===== src/abx_pkg.sv =====
// constants, codes and types shared by the AHB-Lite to AXI bridge
package abx_pkg;
  // ****************************************
  // config register map (APB, byte offsets)
  // ****************************************
  localparam logic [11:0] CTRL_OFF = 12'h000;
  localparam logic [11:0] STATUS_OFF = 12'h004;
  localparam int RD_OVR_BIT = 0;
  localparam int WR_OVR_BIT = 1;
  localparam int LOCK_OVR_BIT = 2;
  localparam logic [2:0] CTRL_RST = 3'h0;
  // ****************************************
  // protocol codes and limits
  // ****************************************
  localparam logic [1:0] HT_SEQ = 2'h3;
  localparam logic [1:0] AX_INCR = 2'h1;
  localparam logic [1:0] AX_WRAP = 2'h2;
  localparam logic [1:0] RESP_OK = 2'h0;
  localparam logic [2:0] EARLY_MAX = 3'h5;
  typedef enum logic [3:0] {
    S_IDLE = 4'h0,
    S_DEC = 4'h1,
    S_AR = 4'h2,
    S_RD = 4'h3,
    S_DRAIN = 4'h4,
    S_AW = 4'h5,
    S_W = 4'h6,
    S_B = 4'h7,
    S_WPAD = 4'h8,
    S_ERR1 = 4'h9,
    S_ERR2 = 4'hA
  } abx_state_e;
  // beats of a fixed-length burst, zero for single or undefined length
  function automatic logic [4:0] abx_beats(input logic [2:0] hb);
    case (hb[2:1])
      2'h1: abx_beats = 5'h04;
      2'h2: abx_beats = 5'h08;
      2'h3: abx_beats = 5'h10;
      default: abx_beats = 5'h00;
    endcase
  endfunction
endpackage


===== src/abx_bridge.sv =====
// AHB-Lite slave to AXI master bridge with APB configuration port
//
// How it works
// - base config: fixed read bursts stay bursts
// - base config: fixed write burst; only last beat gets response
// - base config: INCR reads become AXI singles
// - INCR writes become singles, each beat answered
// - read override bit forces single reads
// - write override bit forces single writes
// - read/write override bits exist only with EWR or BROKEN_OK
// - cancelled read burst stalls master until drained
// - next unlocked transfer releases held lock
// - swap read error reported on closing write
// - lock override bit suppresses AXI locks
// - secure interface marks every transfer secure
// - non-secure interface marks transfers non-secure
// - address 32-64, data 32-256 bits
// - user sidebands map by access direction
// - little-endian word-invariant byte lanes
// - EWR and broken bursts are build options
// - early response: cacheable (prot[3] set) writes get OKAY
// - at most five early writes outstanding
// - mirrored variant ignores select and ready
module abx_bridge import abx_pkg::*; #(
  parameter int ADDR_W = 32,
  parameter int DATA_W = 32,
  parameter int USER_W = 1,
  parameter bit EARLY_WR = 1'b0,
  parameter bit BROKEN_OK = 1'b0,
  parameter bit LOCK_EN = 1'b1,
  parameter bit SECURE = 1'b1,
  parameter bit MIRRORED = 1'b0
) (
  // clock, reset, enable
  input wire logic clk,
  input wire logic rst_n,
  input wire logic ce,
  // AHB-Lite slave side
  input wire logic hsel,
  input wire logic hreadyIn,
  input wire logic [ADDR_W-1:0] haddr,
  input wire logic [1:0] htrans,
  input wire logic hwrite,
  input wire logic [2:0] hsize,
  input wire logic [2:0] hburst,
  input wire logic [3:0] hprot,
  input wire logic hmastlock,
  input wire logic [DATA_W-1:0] hwdata,
  input wire logic [USER_W-1:0] addrUserSideband,
  input wire logic [USER_W-1:0] writeUserSideband,
  output logic [DATA_W-1:0] hrdata,
  output logic hreadyout,
  output logic hresp,
  output logic [USER_W-1:0] readUserSideband,
  // AXI write channels
  output logic awvalid,
  input wire logic awready,
  output logic [ADDR_W-1:0] awaddr,
  output logic [7:0] awlen,
  output logic [2:0] awsize,
  output logic [1:0] awburst,
  output logic awlock,
  output logic [2:0] awprot,
  output logic [USER_W-1:0] awuser,
  output logic wvalid,
  input wire logic wready,
  output logic [DATA_W-1:0] wdata,
  output logic [DATA_W/8-1:0] wstrb,
  output logic wlast,
  output logic [USER_W-1:0] wuser,
  input wire logic bvalid,
  output logic bready,
  input wire logic [1:0] bresp,
  // AXI read channels
  output logic arvalid,
  input wire logic arready,
  output logic [ADDR_W-1:0] araddr,
  output logic [7:0] arlen,
  output logic [2:0] arsize,
  output logic [1:0] arburst,
  output logic arlock,
  output logic [2:0] arprot,
  output logic [USER_W-1:0] aruser,
  input wire logic rvalid,
  output logic rready,
  input wire logic [DATA_W-1:0] rdata,
  input wire logic [1:0] rresp,
  input wire logic rlast,
  input wire logic [USER_W-1:0] ruser,
  // APB configuration port
  input wire logic psel,
  input wire logic penable,
  input wire logic pwrite,
  input wire logic [11:0] paddr,
  input wire logic [31:0] pwdata,
  output logic [31:0] prdata,
  output logic pready,
  output logic pslverr
);
  // ****************************************
  // build options and state
  // ****************************************
  localparam int NB = DATA_W / 8;
  localparam int LB = $clog2(NB);
  localparam bit OVR_EN = EARLY_WR || BROKEN_OK;
  localparam bit ABB = BROKEN_OK && !MIRRORED;

  typedef struct packed {
    abx_state_e st;
    logic [ADDR_W-1:0] addr;
    logic [2:0] size;
    logic [2:0] burst;
    logic [3:0] prot;
    logic wr;
    logic seq;
    logic lock;
    logic pend;
    logic early;
    logic [USER_W-1:0] auser;
    logic [USER_W-1:0] wuser;
    logic [USER_W-1:0] ruser;
    logic [DATA_W-1:0] wdata;
    logic [DATA_W-1:0] rdata;
    logic [4:0] rdLeft;
    logic [4:0] wrLeft;
    logic [7:0] len;
    logic wrap;
    logic [2:0] ewCnt;
    logic swapErr;
    logic lockHeld;
    logic arv;
    logic awv;
    logic wv;
    logic hrdy;
    logic hresp;
    logic [2:0] ctrl;
    logic apbAck;
    logic [31:0] prdata;
    logic slverr;
  } abx_reg_s;

  abx_reg_s r;
  abx_reg_s next_r;
  logic take;
  logic done;
  logic doneErr;
  logic bDrop;
  logic rdOvr;
  logic wrOvr;
  logic lockOvr;
  logic [4:0] nb;
  logic single;

  // byte lanes of a narrow transfer, little-endian within the bus word
  function automatic logic [NB-1:0] abx_strb(input logic [ADDR_W-1:0] a, input logic [2:0] s);
    for (int i = 0; i < NB; i++) begin
      abx_strb[i] = ((i >> s) == (int'(a[LB-1:0]) >> s));
    end
  endfunction

  // ****************************************
  // outputs
  // ****************************************
  // everything seen by either bus comes straight from the state register
  assign hrdata = r.rdata;
  assign hreadyout = r.hrdy;
  assign hresp = r.hresp;
  assign readUserSideband = r.ruser;
  assign awvalid = r.awv;
  assign awaddr = r.addr;
  assign awlen = r.len;
  assign awsize = r.size;
  assign awburst = r.wrap ? AX_WRAP : AX_INCR;
  assign awlock = r.lock && LOCK_EN && !lockOvr;
  assign awprot = {!r.prot[0], !SECURE, r.prot[1]};
  assign awuser = r.auser;
  assign wvalid = r.wv;
  assign wdata = r.wdata;
  assign wstrb = (r.st == S_WPAD) ? '0 : abx_strb(r.addr, r.size);
  assign wlast = (r.wrLeft <= 5'h01);
  assign wuser = r.wuser;
  assign bready = 1'b1;
  assign arvalid = r.arv;
  assign araddr = r.addr;
  assign arlen = r.len;
  assign arsize = r.size;
  assign arburst = r.wrap ? AX_WRAP : AX_INCR;
  assign arlock = r.lock && LOCK_EN && !lockOvr;
  assign arprot = {!r.prot[0], !SECURE, r.prot[1]};
  assign aruser = r.auser;
  assign rready = (r.st == S_RD) || (r.st == S_DRAIN);
  assign prdata = r.prdata;
  assign pready = r.apbAck;
  assign pslverr = r.slverr;

  // override bits are forced off when the build has no use for them
  assign rdOvr = OVR_EN && r.ctrl[RD_OVR_BIT];
  assign wrOvr = OVR_EN && r.ctrl[WR_OVR_BIT];
  assign lockOvr = LOCK_EN && r.ctrl[LOCK_OVR_BIT];
  // mirrored variant has no select or ready input to look at
  assign take = (MIRRORED || (hsel && hreadyIn)) && htrans[1] && r.hrdy;
  assign nb = abx_beats(r.burst);
  // single-beat AXI for undefined length, overrides, or ABB transfers with prot[3] clear
  assign single = (nb == 5'h00) || (r.wr ? wrOvr : rdOvr) || (ABB && !r.prot[3]);
  // responses of early-acked writes arrive first and are swallowed
  assign bDrop = bvalid && (r.ewCnt != 3'h0);

  // ****************************************
  // next-state logic
  // ****************************************
  always_comb begin
    next_r = r;
    done = 1'b0;
    doneErr = 1'b0;
    if (bDrop) begin
      next_r.ewCnt = r.ewCnt - 3'h1;
    end
    case (r.st)
      S_IDLE, S_ERR2: begin
        next_r.hresp = 1'b0;
        if (take) begin
          next_r.st = S_DEC;
          next_r.hrdy = 1'b0;
          next_r.addr = haddr;
          next_r.size = hsize;
          next_r.burst = hburst;
          next_r.prot = hprot;
          next_r.wr = hwrite;
          next_r.seq = (htrans == HT_SEQ);
          next_r.lock = hmastlock;
          next_r.auser = addrUserSideband;
        end else begin
          next_r.st = S_IDLE;
          next_r.hrdy = 1'b1;
        end
      end
      S_DEC: begin
        next_r.wdata = hwdata;
        next_r.wuser = writeUserSideband;
        next_r.lockHeld = r.lock;
        next_r.pend = 1'b0;
        if (r.rdLeft != 5'h00 && !(r.seq && !r.wr)) begin
          next_r.st = S_DRAIN;
          next_r.pend = 1'b1;
        end else if (r.wrLeft != 5'h00 && !(r.seq && r.wr)) begin
          next_r.st = S_WPAD; // broken write burst: pad with empty beats
          next_r.wv = 1'b1;
          next_r.pend = 1'b1;
        end else if (r.seq && (r.wr ? r.wrLeft : r.rdLeft) != 5'h00) begin
          next_r.st = r.wr ? S_W : S_RD; // continuing an issued burst
          next_r.wv = r.wr;
        end else begin
          next_r.len = single ? 8'h00 : 8'(nb - 5'h01);
          next_r.wrap = !single && !r.burst[0];
          next_r.early = EARLY_WR && r.prot[3] && !wrOvr;
          next_r.rdLeft = (single || r.wr) ? 5'h00 : nb;
          next_r.wrLeft = (single || !r.wr) ? 5'h00 : nb;
          next_r.st = r.wr ? S_AW : S_AR;
          next_r.awv = r.wr;
          next_r.arv = !r.wr;
        end
      end
      S_AR: begin
        if (arready) begin
          next_r.arv = 1'b0;
          next_r.st = S_RD;
        end
      end
      S_RD: begin
        if (rvalid) begin
          next_r.rdata = rdata;
          next_r.ruser = ruser;
          next_r.rdLeft = (r.rdLeft == 5'h00) ? 5'h00 : r.rdLeft - 5'h01;
          done = 1'b1;
          if (rresp != RESP_OK && r.lock) begin
            next_r.swapErr = 1'b1; // held back until the swap write
          end else begin
            doneErr = (rresp != RESP_OK);
          end
        end
      end
      S_DRAIN: begin
        // master stays stalled while the abandoned beats are consumed
        if (rvalid && rlast) begin
          next_r.rdLeft = 5'h00;
          next_r.st = r.pend ? S_DEC : S_IDLE;
          next_r.hrdy = !r.pend;
        end
      end
      S_AW: begin
        if (awready) begin
          next_r.awv = 1'b0;
          next_r.wv = 1'b1;
          next_r.st = S_W;
        end
      end
      S_W: begin
        if (wready) begin
          next_r.wv = 1'b0;
          next_r.wrLeft = (r.wrLeft == 5'h00) ? 5'h00 : r.wrLeft - 5'h01;
          if (r.wrLeft > 5'h01) begin
            done = 1'b1; // any beat of a burst but the last
          end else begin
            next_r.st = S_B;
          end
        end
      end
      S_B: begin
        if (r.early) begin
          // sixth early write waits for a slot before it is acked
          if (next_r.ewCnt < EARLY_MAX) begin
            next_r.ewCnt = next_r.ewCnt + 3'h1;
            doneErr = r.swapErr;
            next_r.swapErr = 1'b0;
            done = 1'b1;
          end
        end else if (bvalid && !bDrop) begin
          done = 1'b1;
          doneErr = (bresp != RESP_OK) || r.swapErr;
          next_r.swapErr = 1'b0;
        end
      end
      S_WPAD: begin
        if (wready) begin
          next_r.wrLeft = r.wrLeft - 5'h01;
          if (r.wrLeft == 5'h01) begin
            next_r.wv = 1'b0;
            next_r.ewCnt = next_r.ewCnt + 3'h1; // its response is discarded
            next_r.st = S_DEC;
          end
        end
      end
      S_ERR1: begin
        next_r.st = S_ERR2;
        next_r.hrdy = 1'b1;
      end
      default: begin
        next_r.st = S_IDLE;
        next_r.hrdy = 1'b1;
      end
    endcase
    // two-cycle AHB error, or a plain one-cycle OKAY
    if (done) begin
      next_r.st = doneErr ? S_ERR1 : S_IDLE;
      next_r.hrdy = !doneErr;
      next_r.hresp = doneErr;
    end
    // APB: one wait state so read data comes from a flop
    next_r.apbAck = 1'b0;
    if (psel && penable && !r.apbAck) begin
      next_r.apbAck = 1'b1;
      next_r.slverr = (paddr != CTRL_OFF) && (paddr != STATUS_OFF);
      next_r.prdata = 32'h0;
      if (paddr == CTRL_OFF) begin
        next_r.prdata[2:0] = r.ctrl;
      end else if (paddr == STATUS_OFF) begin
        next_r.prdata[22:2] = {r.st, r.ewCnt, r.swapErr, r.lockHeld, r.rdLeft, r.wrLeft, r.hrdy, r.hresp};
      end
    end
    // the write lands at the edge where the master sees pready high, not before
    if (psel && penable && pwrite && r.apbAck && (paddr == CTRL_OFF)) begin
      next_r.ctrl = pwdata[2:0] & {LOCK_EN, OVR_EN, OVR_EN};
    end
  end

  // ****************************************
  // state register
  // ****************************************
  always_ff @(posedge clk or negedge rst_n) begin
    if (!rst_n) begin
      r <= '0;
      r.st <= S_IDLE;
      r.hrdy <= 1'b1;
      r.ctrl <= CTRL_RST;
    end else if (ce) begin
      r <= next_r;
    end
  end
endmodule // abx_bridge


===== config.mk =====
export PLATFORM = sky130hd
export DESIGN_NAME = abx_bridge
export DESIGN_NICKNAME = d
export VERILOG_FILES = /design/src/abx_pkg.sv /design/src/abx_bridge.sv
export SDC_FILE = /design/constraint.sdc
export NUM_CORES = 1
export LEC_CHECK = 0
export BUFFER_PORTS_ARGS = -buffer_cell sky130_fd_sc_hd__buf_2
export CAP_MARGIN = 20
export CORE_AREA = 4 4 150 152
export CTS_CLUSTER_DIAMETER = 150
export DETAILED_ROUTE_END_ITERATION = 7
export DIE_AREA = 0 0 154 156
export PLACE_DENSITY = 0.76
export SLEW_MARGIN = 20
export SYNTH_ARGS = -nofsm -noshare
export SYNTH_HDL_FRONTEND = slang
export SYNTH_SLANG_ARGS = --single-unit

===== constraint.sdc =====
create_clock -name clk -period 3 [get_ports clk]
set_input_delay 0.15 -clock clk [delete_from_list [all_inputs] [get_ports clk]]
set_output_delay 0.15 -clock clk [all_outputs]
set_load 0.1 [all_outputs]

* After elaboration in Yosys (flattened, before gate mapping)
Index checks and enable logic that the tools add are counted.
** Storage, ports and cells
- Input port bits :: 175
- Memory bits (writable) :: 0
- Memories kept :: 0
- Bits in registers :: 168
- Output and inout bits :: 212
- Memory bits (read-only) :: 0
- Latch bits :: 0
- Word-level logic and storage cells :: 236
** Cells by class
- Div/mod/pow operators :: 0
- Bitwise logic cells :: 3
- Reduce and logical (&&, ||, !) cells :: 72
- Equality and inequality tests :: 43
- Multipliers :: 0
- Order comparisons :: 2
- Multiplexer cells :: 76
- Shift-type cells :: 5
- $add $sub $neg :: 5
** Operators by type and width (count)
- $eq 32x32->1 :: 4
- $shr 1x3->32 const A :: 2
- $shr 2x3->32 const A :: 2
- $mux 19 :: 3
- $mux 4 :: 12
- $mux 5 :: 9
- $pmux 5 s3 :: 3
- $pmux 4 s9 :: 1
- $mux 34 :: 1
- $shr 2x3->32 :: 1
- $mux 1 :: 24
- $mux 3 :: 8
- $mux 21 :: 1
- $logic_and 1x1->1 :: 20
- $mux 20 :: 1
- $ne 2x2->1 const B :: 9
- $ne 3x3->1 const B :: 6
- $eq 4x3->1 const B :: 4
- $logic_not 5->1 :: 3
- $reduce_bool 5->1 :: 3
- $reduce_and 7->1 :: 2
- $eq 12x3->1 const B :: 1
- $eq 4x4->1 const B :: 3
- $logic_not 12->1 :: 1
- other kinds (35) :: 82

* Depth between registers and ports, before layout
Gate-level depths: netlist (run 1).
- Word-level depth :: 9
- Gate-level depth with buffers :: 10
- Gate-level depth less buffers :: 10

* Least setup slack after synthesis (run 1)
No wires, ideal clock.
- Path kind :: register -> register
- Start :: register r[59] (netlist name)
- End :: register r[180] (netlist name)
- Period minus slack after synthesis :: 3403 ps
- Cell stages (with the launch flop) :: 6
- Buffers on the path :: 0
- Data arrival time :: 3278 ps
- Setup time :: 125 ps
- Required time :: 2875 ps
- Setup slack :: -403 ps
- Cell sequence :: dfrtp_1 -> or3_2 -> nor2_1 -> o2111ai_1 -> a21oi_1 -> mux2_2
** On the way
- Cells in the longest elaborated chain, start to end :: 8
- Elaborated cells between the ends (all ways) :: 24
- Those cells by class :: 1 x order compare; 9 x eq/ne; 9 x mux; 5 x reduce/logical
** RTL lines
- start: declaration :: line abx_bridge.sv:142 : abx_reg_s r;
- start signal: assignment :: line abx_bridge.sv:376 : r <= next_r;
- parallel branches: the longest is 8 deep, another holds $gt 5x1->1
Several ways; the timed one is not identified.
A chain may end at the register's enable or synchronous reset.

* Worst setup path after layout (run 1)
- Start :: register r[56] (netlist name)
- End :: register r[56] (netlist name)
** On the way
- Cells in the longest elaborated chain, start to end :: 5
- Elaborated cells between the ends (all ways) :: 14
- Those cells by class :: 1 x add/sub; 2 x eq/ne; 5 x mux; 6 x reduce/logical
** RTL lines
- parallel branches: the longest is 5 deep, another holds $sub 5x1->5
Several ways; the timed one is not identified. The select of a mux whose other input is x is not followed.

==> results.cfg, run 1 <==
[routing]
initial_detailed_routing_violation_count = 501
wl_per_cell_um = 17.8
num_vias = 7109
route.antenna.remaining_nets = 0
drc = 0
drt-pass1-iter-count = 5
totalWireLength_um = 25300
post_drt_via_cell_ratio = 5.00

[global_routing]
maximum_number_of_pins_on_one_net_before_global_route_repair = 74
tot_gr_track_use = 0.204
grt.overflow.total = 0
via_count_of_the_first_global_routing_pass = 7324
grt_pass1_wl_um = 39600
antenna_found_initial = 1

[worst_setup_path]
ff2ff_path_depth = 7
start_kind = flip-flop
setup.worst_path.start = r[56]
cp_data_arrival_time_ns = 2.95
critPathMaxFanout = 8
reg_to_reg_critical_path_endpoint = r[56]
crit-reg2reg-launch = r[56]
criticalPathCategory = flip-flop to flip-flop
ff2ff_setup_slack_ns = 0.35
required_time_of_the_critical_path_ns = 3.30
endpoint_kind = flip-flop

[timing]
hold-worst-slack_ns = 0.119
finalCritPeriodShare = 0.884
rsz0062_at_grt = false
slew-limit-headroom = 0.566
clock.fmax_mhz = 377
worst_clock_skew_ns = 0.0121
hold_violations = 0
worst_pin_slew_ns = 0.644
max_slew_violation_total_from_the_final_report = 0
final.setup.tns_ns = 0
final_period_minus_worst_setup_slack_ns = 2.65
setup_viol = 0

[synth]
synth_cell_types = 69
synth_compound_gate_area_share = 0.0918
yosysWarningCount = 0
yosysTopAreaCell = sky130_fd_sc_hd__dfrtp_1
post_synth_instance_area_um2 = 8870
seq_total_area_yosys = 0.463
post-synth-top-area-fraction = 0.460
synth_cells = 858
post_synth_mux_area_share = 0.118
dominant_combinational_cell_family_by_area_after_synthesis = buffers and inverters
ys.flop_type = sky130_fd_sc_hd__dfrtp_1
synth.avg_cell_area_um2 = 10.3
synth_async_reset_ratio = 1.00
synth_simple_gate_area_share = 0.120
post_synth_edffs = 0
synth_xor_xnor_area_share = 0.00592
postSynthRegisterBits = 164
synth_top_cells_by_area = sky130_fd_sc_hd__dfrtp_1, sky130_fd_sc_hd__buf_4, sky130_fd_sc_hd__mux2_2, sky130_fd_sc_hd__nand2_1, sky130_fd_sc_hd__a22o_1
post_synth_fa_ha_maj_area_fraction = 0.0113

[cts]
cts_made_buffers = 17
clk-insertion-delay-late_ns = 0.42
cts.htree.levels = 4
path_clk_slew_ns = 0.06
ctsResizeCount = 0
cts_root_buffer = sky130_fd_sc_hd__clkbuf_16
tritoncts = yes
max-clock-path-buffers = 2
clock_sinks = 164

[placed_design]
place.gp.congestion = 0.927
dp_hpwl_um = 17300
detailed_place.area_um2 = 9560
dp.cells = 1276
buffer_ports.inserted = 339

[cells_and_area]
finalNetCount = 1316
post_route_cells_drive_above_1_share = 0.438
number_of_non_filler_instances_in_the_completed_layout = 1422
flow.area_growth_from_synthesis_pct = 26.8
final_design_area_no_fill_um2 = 11300

[min_path]
hold_path_end = prdata[2]
hp-class = primary input to flip-flop
min_from = paddr[2]
worstHoldPathCells = 3

[floorplanning]
die_h_um = 156
io_pins = 387
die_area_um2 = 24000
core_um2 = 21000
initial_utilization = 0.422
core.rowCount = 53
die_x_um = 154

[outcome]
result_of_the_run = completed

[job]
max_cap_violations = 0
## critical path: stages (launching register included)
cell	delay [ns]
sky130_fd_sc_hd__dfrtp_1	0.46
sky130_fd_sc_hd__inv_1	0.11
sky130_fd_sc_hd__ha_1	0.20
sky130_fd_sc_hd__or4b_2	0.71
sky130_fd_sc_hd__a22oi_4	0.25
sky130_fd_sc_hd__o211a_1	0.34
sky130_fd_sc_hd__nor2_1	0.17
sky130_fd_sc_hd__mux2_2	0.30
## placed cells by master (no fill, tap or decap), types with 17 or more instances in the layout
master                            n
sky130_fd_sc_hd__nor2_1          23
sky130_fd_sc_hd__a22o_1          20
sky130_fd_sc_hd__mux2_2          86
sky130_fd_sc_hd__clkbuf_16       17
sky130_fd_sc_hd__inv_1           20
sky130_fd_sc_hd__buf_4           21
sky130_fd_sc_hd__o21ai_0         18
sky130_fd_sc_hd__dlygate4sd3_1  113
sky130_fd_sc_hd__dfrtp_1        163
sky130_fd_sc_hd__nand2_1        127
sky130_fd_sc_hd__buf_2          338
## repair_timing
item	4_1_cts	5_1_grt
setup endpoints to repair	0	0
hold buffers	113	0
buffers inserted	0	0
endpoints found under the hold margin	166	0
## cells in the mapped netlist (all sizes together) (4+ instances only)
master and instances:
a22o 21, buf 202, a211oi 5, nor4 4, clkbuf 28, o21ai 19
a21oi 18, a31oi 6, nand2 128, nand2b 5, nor3b 4, xnor2 4
nor2b 9, mux2i 8, nor4b 4, inv 20, o22ai 4, and3 4
ha 8, o31ai 5, nand3b 4, mux2 86, nand3 10, nor3 9
dfrtp 163, or4b 4, o21bai 6, nor2 24, o211ai 4
## cell families (layout without fill, tap and decap cells)
| family | count (synthesis) | after routing |
|---|---|---|
| simple gates | 225 | 225 |
| fa+ha+maj | 8 | 8 |
| compound gates | 109 | 109 |
| flops | 164 | 164 |
| other cells | 2 | 17 |
| xor+xnor | 6 | 6 |
| buf+inv | 250 | 524 |
| mux | 94 | 94 |
## area by class of cell
class                           count  area [um2]
Fill cell                        1774        9770
Sequential cell                   164        4110
Multi-Input combinational cell    456        3160
Timing Repair Buffer              474        3010
Clock buffer                       17         425
Tap cell                          275         344
Clock inverter                     13         126
Inverter                           20        75.1
Antenna cell                        3        7.51
## how the worst max path moves through the flow
stage / end / depth (start not counted) / slack, ns
after global routing: r[56] / 7 / 0.21
after floorplan: r[180] / 5 / 0.13
after detailed placement: r[56] / 7 / 0.37
after global placement: r[57] / 7 / 0.42
after CTS: r[56] / 7 / 0.35
final: r[56] / 7 / 0.35
## flip-flops by register name, summed over array words and instances, names as in the netlist, 3 cells and up
register  flops
prdata       21
r            28
araddr       32
hrdata       32
wdata        32
arlen         4
arsize        3
## metal layers
metal / routed length, um / GRT usage
met3: 1890 / 0.0474
met4: 531 / 0.0711
met1: 9620 / 0.241
met5: 0 / 0
met2: 13200 / 0.366
## metrics by stage
step	worst slack (ns)	util
5_1_grt	0.210	0.535
4_1_cts	0.350	0.535
6_report	0.348	0.535
3_3_place_gp	0.416	0.455
3_5_place_dp	0.368	0.455
2_1_floorplan	0.128	-
Power of run 1 is left out: the tool's default activity adds up to more than one toggle a clock period on the data nets, which glitch-free logic cannot reach.
==> run 2: changes to the inputs <==
--- a/config.mk
+++ b/config.mk
@@ -12,6 +12,7 @@
 export DETAILED_ROUTE_END_ITERATION = 7
 export DIE_AREA = 0 0 154 156
 export PLACE_DENSITY = 0.76
+export RECOVER_POWER = 100
 export SLEW_MARGIN = 20
 export SYNTH_ARGS = -nofsm -noshare
 export SYNTH_HDL_FRONTEND = slang
==> run 2 against run 1 <==
Effect of this change:
- clock skew is 0.0015 ns lower
- sequential share of layout area rose by 0.97 points
- maximum frequency fell by 1.9%
- wire length is 0.34% higher
- worst hold slack gained 0.0058 ns
- count of clock-buffer cells in the layout unchanged
- global-route usage did not move
- non-clock buffer count is the same
- worst setup slack worse by 0.050 ns
- highest routed layer unchanged
==> results.cfg, run 2 (synthesized netlist as in run 1, its figures left out) <==
[min_path]
hp-class = primary input to flip-flop

[cts]
tritoncts = yes
cts.htree.levels = 4
cts_made_buffers = 17
clk-insertion-delay-late_ns = 0.42
path_clk_slew_ns = 0.06
max-clock-path-buffers = 2
clock_sinks = 164
cts_root_buffer = sky130_fd_sc_hd__clkbuf_16
post_cts_buffers = 0

[timing]
final.setup.tns_ns = 0
final_period_minus_worst_setup_slack_ns = 2.70
setup_slack_after_layout_ns = 0.297
rsz0062_at_grt = false
hold_violations = 0
finalCritPeriodShare = 0.901
clock.fmax_mhz = 370
max_slew_violation_total_from_the_final_report = 0
worst_clock_skew_ns = 0.0106
setup_viol = 0
worst_pin_slew_ns = 1.45
slew-limit-headroom = 0.0342

[worst_setup_path]
reg_to_reg_critical_path_endpoint = r[181]
criticalPathCategory = flip-flop to flip-flop
worst_path_max_delay_cell = sky130_fd_sc_hd__clkbuf_1
crit-reg2reg-launch = r[181]
critical_path_depth = 6
required_time_of_the_critical_path_ns = 3.30
setup.worst_path.start = r[181]
path_cells = clkbuf_1 -> nand2_1 -> or3_1 -> o211a_1 -> a21oi_1 -> mux2_2
cp_data_arrival_time_ns = 3.00
ff2ff_path_depth = 6
cpPeakStageDelay_ns = 0.56
endpoint_kind = flip-flop
setup.worst_path.end = r[181]
start_kind = flip-flop
ff2ff_setup_slack_ns = 0.30
timing.critical_path.buf_inv = 1
critPathMaxFanout = 17
timing.critical_path.max_delay_family = simple AND/OR/NAND/NOR gates

[routing]
drc = 0
route.antenna.remaining_nets = 0
initial_detailed_routing_violation_count = 469
drt-pass1-iter-count = 5
post_drt_via_cell_ratio = 4.98
num_vias = 7081
totalWireLength_um = 25400
wl_per_cell_um = 17.8

[cells_and_area]
mostFrequentLayoutCells = sky130_fd_sc_hd__clkbuf_1, sky130_fd_sc_hd__dfrtp_1, sky130_fd_sc_hd__buf_2
post_route_cells_drive_above_1_share = 0.262
flow.area_growth_from_synthesis_pct = 23.5
finalNetCount = 1316
most_common_cell_after_layout_fill_and_taps_aside = sky130_fd_sc_hd__clkbuf_1
layout.core_utilization = 0.521

[global_routing]
grt_pass1_wl_um = 39600
antenna_found_initial = 1
via_count_of_the_first_global_routing_pass = 7324
maximum_number_of_pins_on_one_net_before_global_route_repair = 74
grt.overflow.total = 0
tot_gr_track_use = 0.204

[floorplanning]
initial_utilization = 0.422
core_um2 = 21000
die_area_um2 = 24000
die_x_um = 154
core.rowCount = 53
io_pins = 387
die_h_um = 156

[job]
max_cap_violations = 0

[outcome]
result_of_the_run = completed

[placed_design]
dp_hpwl_um = 17300
dp_worst_setup_slack_ns = 0.368
buffer_ports.inserted = 339
place.gp.congestion = 0.927
run 2: cell types whose count changed in the layout (fill, tap and decap cells not counted):
cell | previous run | this run
sky130_fd_sc_hd__o211ai_1 | 3 | 4
sky130_fd_sc_hd__clkbuf_2 | 0 | 8
sky130_fd_sc_hd__o21ai_0 | 18 | 19
sky130_fd_sc_hd__o21ai_4 | 1 | 0
sky130_fd_sc_hd__buf_4 | 21 | 14
sky130_fd_sc_hd__nor3_2 | 1 | 0
sky130_fd_sc_hd__buf_2 | 338 | 140
sky130_fd_sc_hd__o211ai_2 | 1 | 0
sky130_fd_sc_hd__buf_6 | 1 | 0
sky130_fd_sc_hd__nor3_1 | 8 | 9
sky130_fd_sc_hd__clkbuf_1 | 0 | 198
sky130_fd_sc_hd__and2_0 | 0 | 1
sky130_fd_sc_hd__and2_1 | 3 | 2
run 2: worst reg2reg max path, delay by kind of cell (launching register included):
kind | cells | cell delay, ns
simple gates | 2 | 0.63
compound gates | 2 | 0.58
buf+inv | 1 | 0.56
flops | 1 | 0.44
mux | 1 | 0.39
run 2: per-layer routing:
metal / vias up / wire, um / GRT usage
met5: - / 0 / 0
met4: 0 / 573 / 0.0711
met3: 54 / 1860 / 0.0474
met2: 341 / 13100 / 0.366
met1: 3428 / 9800 / 0.241
li1: 3258 / - / -
run 2: final cells by class:
cell class | instances | area, um2
inverters | 20 | 75.1
diodes | 3 | 7.51
clock buffers | 17 | 425
multi-input cells | 456 | 3140
repair buffers | 474 | 2740
well taps | 275 | 344
clock inverters | 13 | 126
flip-flops and latches | 164 | 4110
fillers | 1914 | 10100
run 2: timing repair:
item	CTS	global route
hold endpoints to repair	166	0
hold buffers	113	0
gates resized for setup	0	0
run 2: metrics by stage:
stage	cell area [um2]	hold slack, ns	instances
floorplan	8930	-0.146	870
global placement	9560	0.150	1276
detailed placement	9560	0.160	1276
CTS	11200	0.0909	1419
global route	11000	0.114	1420
finish	11000	0.125	1422
run 2: worst min-delay path by stage:
stage,from,endpoint,slack [ns],cells after the start
global route,paddr[2],prdata[2],0.11,3
CTS,paddr[2],prdata[2],0.09,3
finish,paddr[2],prdata[2],0.12,3
global placement,rst_n,r[142],0.15,1
detailed placement,rst_n,araddr[17],0.16,1
floorplan,rst_n,araddr[0],-0.15,0
Power of run 2 is left out for the same reason.
==> run 3: changes to the inputs <==
--- a/config.mk
+++ b/config.mk
@@ -7,11 +7,11 @@
 export LEC_CHECK = 0
 export BUFFER_PORTS_ARGS = -buffer_cell sky130_fd_sc_hd__buf_2
 export CAP_MARGIN = 20
-export CORE_AREA = 4 4 150 152
+export CORE_MARGIN = 4
+export CORE_UTILIZATION = 44
 export CTS_CLUSTER_DIAMETER = 150
 export DETAILED_ROUTE_END_ITERATION = 7
-export DIE_AREA = 0 0 154 156
-export PLACE_DENSITY = 0.76
+export PLACE_DENSITY = 0.82
 export RECOVER_POWER = 100
 export SLEW_MARGIN = 20
 export SYNTH_ARGS = -nofsm -noshare
==> constraint.sdc (replaced) <==
create_clock -name clk -period 2.2 [get_ports clk]
set_input_delay 0.11 -clock clk [delete_from_list [all_inputs] [get_ports clk]]
set_output_delay 0.11 -clock clk [all_outputs]
set_load 0.1 [all_outputs]
==> run 3 against run 2 <==
Effect of this change:
- the run now ends with capacitance limit, slew limit, setup timing left
- critical endpoint is now r[65]
- critical path depth down 1
- highest routed layer unchanged
- wire length up 1.8%
- die area down 6.3%
- non-clock buffer count up 45
- via count up 4.7%
==> results.cfg, run 3 (synthesized netlist as in run 1, its figures left out) <==
[worst_setup_path]
worst_path_max_delay_cell = sky130_fd_sc_hd__or4_4
cp_data_arrival_time_ns = 2.60
criticalPathCategory = flip-flop to flip-flop
start_kind = flip-flop
required_time_of_the_critical_path_ns = 2.50
path_cells = or4_4 -> or4b_4 -> a21oi_4 -> o211ai_1 -> a22o_1
critPathMaxFanout = 5
ff2ff_setup_slack_ns = -0.1
timing.critical_path.max_delay_family = simple AND/OR/NAND/NOR gates
cpPeakStageDelay_ns = 0.59
endpoint_kind = flip-flop
timing.critical_path.buf_inv = 0

[cells_and_area]
area_of_the_multi_input_gates_um2 = 3260
flow.area_growth_from_synthesis_pct = 29.1
final_design_area_no_fill_um2 = 11500
layout.core_utilization = 0.583
mostFrequentLayoutCells = sky130_fd_sc_hd__clkbuf_1, sky130_fd_sc_hd__dfrtp_1, sky130_fd_sc_hd__buf_2
sequential_cell_area_um2 = 4110
finalNetCount = 1361
most_common_cell_after_layout_fill_and_taps_aside = sky130_fd_sc_hd__clkbuf_1
number_of_non_filler_instances_in_the_completed_layout = 1457
n_fill_cell = 1686
post_route_cells_drive_above_1_share = 0.315

[cts]
cts_made_buffers = 17
clk-insertion-delay-late_ns = 0.42
cts.htree.levels = 4
path_clk_slew_ns = 0.07
tritoncts = yes
clock_sinks = 164
cts_root_buffer = sky130_fd_sc_hd__clkbuf_16
max-clock-path-buffers = 2

[timing]
final.setup.tns_ns = -0.317
finalCritPeriodShare = 1.04
worst_clock_skew_ns = 0.0171
rsz0062_at_grt = true
slew-limit-headroom = -0.0564
worst_pin_slew_ns = 1.58
hold_violations = 0
max_slew_violation_total_from_the_final_report = 68
setup_viol = 8
setup_slack_after_layout_ns = -0.0953
final_period_minus_worst_setup_slack_ns = 2.30
clock.fmax_mhz = 436

[global_routing]
grt_pass1_wl_um = 39200
maximum_number_of_pins_on_one_net_before_global_route_repair = 69
via_count_of_the_first_global_routing_pass = 7416
antenna_found_initial = 0
grt.overflow.total = 0
tot_gr_track_use = 0.222

[outcome]
result_of_the_run = finished with violations
violations = capacitance limit, slew limit, setup timing

[routing]
wl_per_cell_um = 17.7
num_vias = 7411
route.antenna.remaining_nets = 0
drc = 0
post_drt_via_cell_ratio = 5.09
initial_detailed_routing_violation_count = 378
totalWireLength_um = 25800
drt-pass1-iter-count = 5

[job]
max_cap_violations = 1

[min_path]
hp-class = primary input to flip-flop

[placed_design]
buffer_ports.inserted = 339
dp_hpwl_um = 17900
detailed_place.area_um2 = 9970
dp.cells = 1308
place.gp.congestion = 0.882

[floorplanning]
core.rowCount = 51
die_x_um = 150
io_pins = 387
initial_utilization = 0.452
core_um2 = 19700
die_h_um = 150
die_area_um2 = 22500
-- run 3: cell types whose count changed in the layout (fill, tap and decap cells not counted), moves of 3 or more --
| cell | change |
|---|---|
| sky130_fd_sc_hd__buf_2 | +7 |
| sky130_fd_sc_hd__clkbuf_2 | +12 |
| sky130_fd_sc_hd__o21ai_0 | -3 |
| sky130_fd_sc_hd__clkbuf_4 | +3 |
| sky130_fd_sc_hd__buf_4 | +31 |
| sky130_fd_sc_hd__clkbuf_1 | -11 |
-- run 3: through the flow --
step | hold WS [ns] | setup slack, ns
after floorplan | -0.186 | -0.268
after global placement | 0.170 | -0.0635
after detailed placement | 0.174 | -0.0858
after CTS | 0.0592 | -0.0749
after global routing | 0.0803 | -0.129
final | 0.0710 | -0.0953
-- run 3: worst paths after layout --
| check | startpoint | endpoint | cells after the start |
|---|---|---|---|
| worst max-delay path | r[62] | r[65] | 5 |
| worst min-delay path | paddr[4] | prdata[2] | 4 |
| worst max register to register | r[62] | r[65] | 5 |
| worst min register to register | wdata[29] | wdata[29] | 2 |
| max in group asynchronous | rst_n | hrdata[30] | 3 |
| min in group asynchronous | rst_n | wdata[1] | 2 |
-- run 3: what timing repair did --
action,CTS,global route
setup buffers,1,2
endpoints found under the setup margin,18,18
endpoints found under the hold margin,172,0
hold buffers,113,0
pin swaps,2,3
resized for setup,4,16
-- run 3: worst reg2reg max path, delay by kind of cell (launching register included) --
family | cells | cell delay, ns
DFF | 1 | 0.40
and+or+nand+nor | 2 | 1.11
AOI/OAI and AO/OA | 3 | 0.68
-- run 3: final cells by class --
cell class	instances	share of cell area
multi-input combinational	456	0.284
tap	265	0.0289
clock inverter	13	0.0122
timing repair buffer	519	0.271
clock buffer	19	0.0387
inverter	20	0.00655
antenna	1	0.000218
sequential	164	0.358
-- run 3: routing by layer --
layer | up-vias | GRT usage | share of wire
met5 | - | 0 | 0
met4 | 0 | 0.0782 | 0.028
met3 | 60 | 0.0542 | 0.085
met2 | 394 | 0.406 | 0.52
met1 | 3601 | 0.250 | 0.36
li1 | 3356 | - | -
Power of run 3 is left out for the same reason.
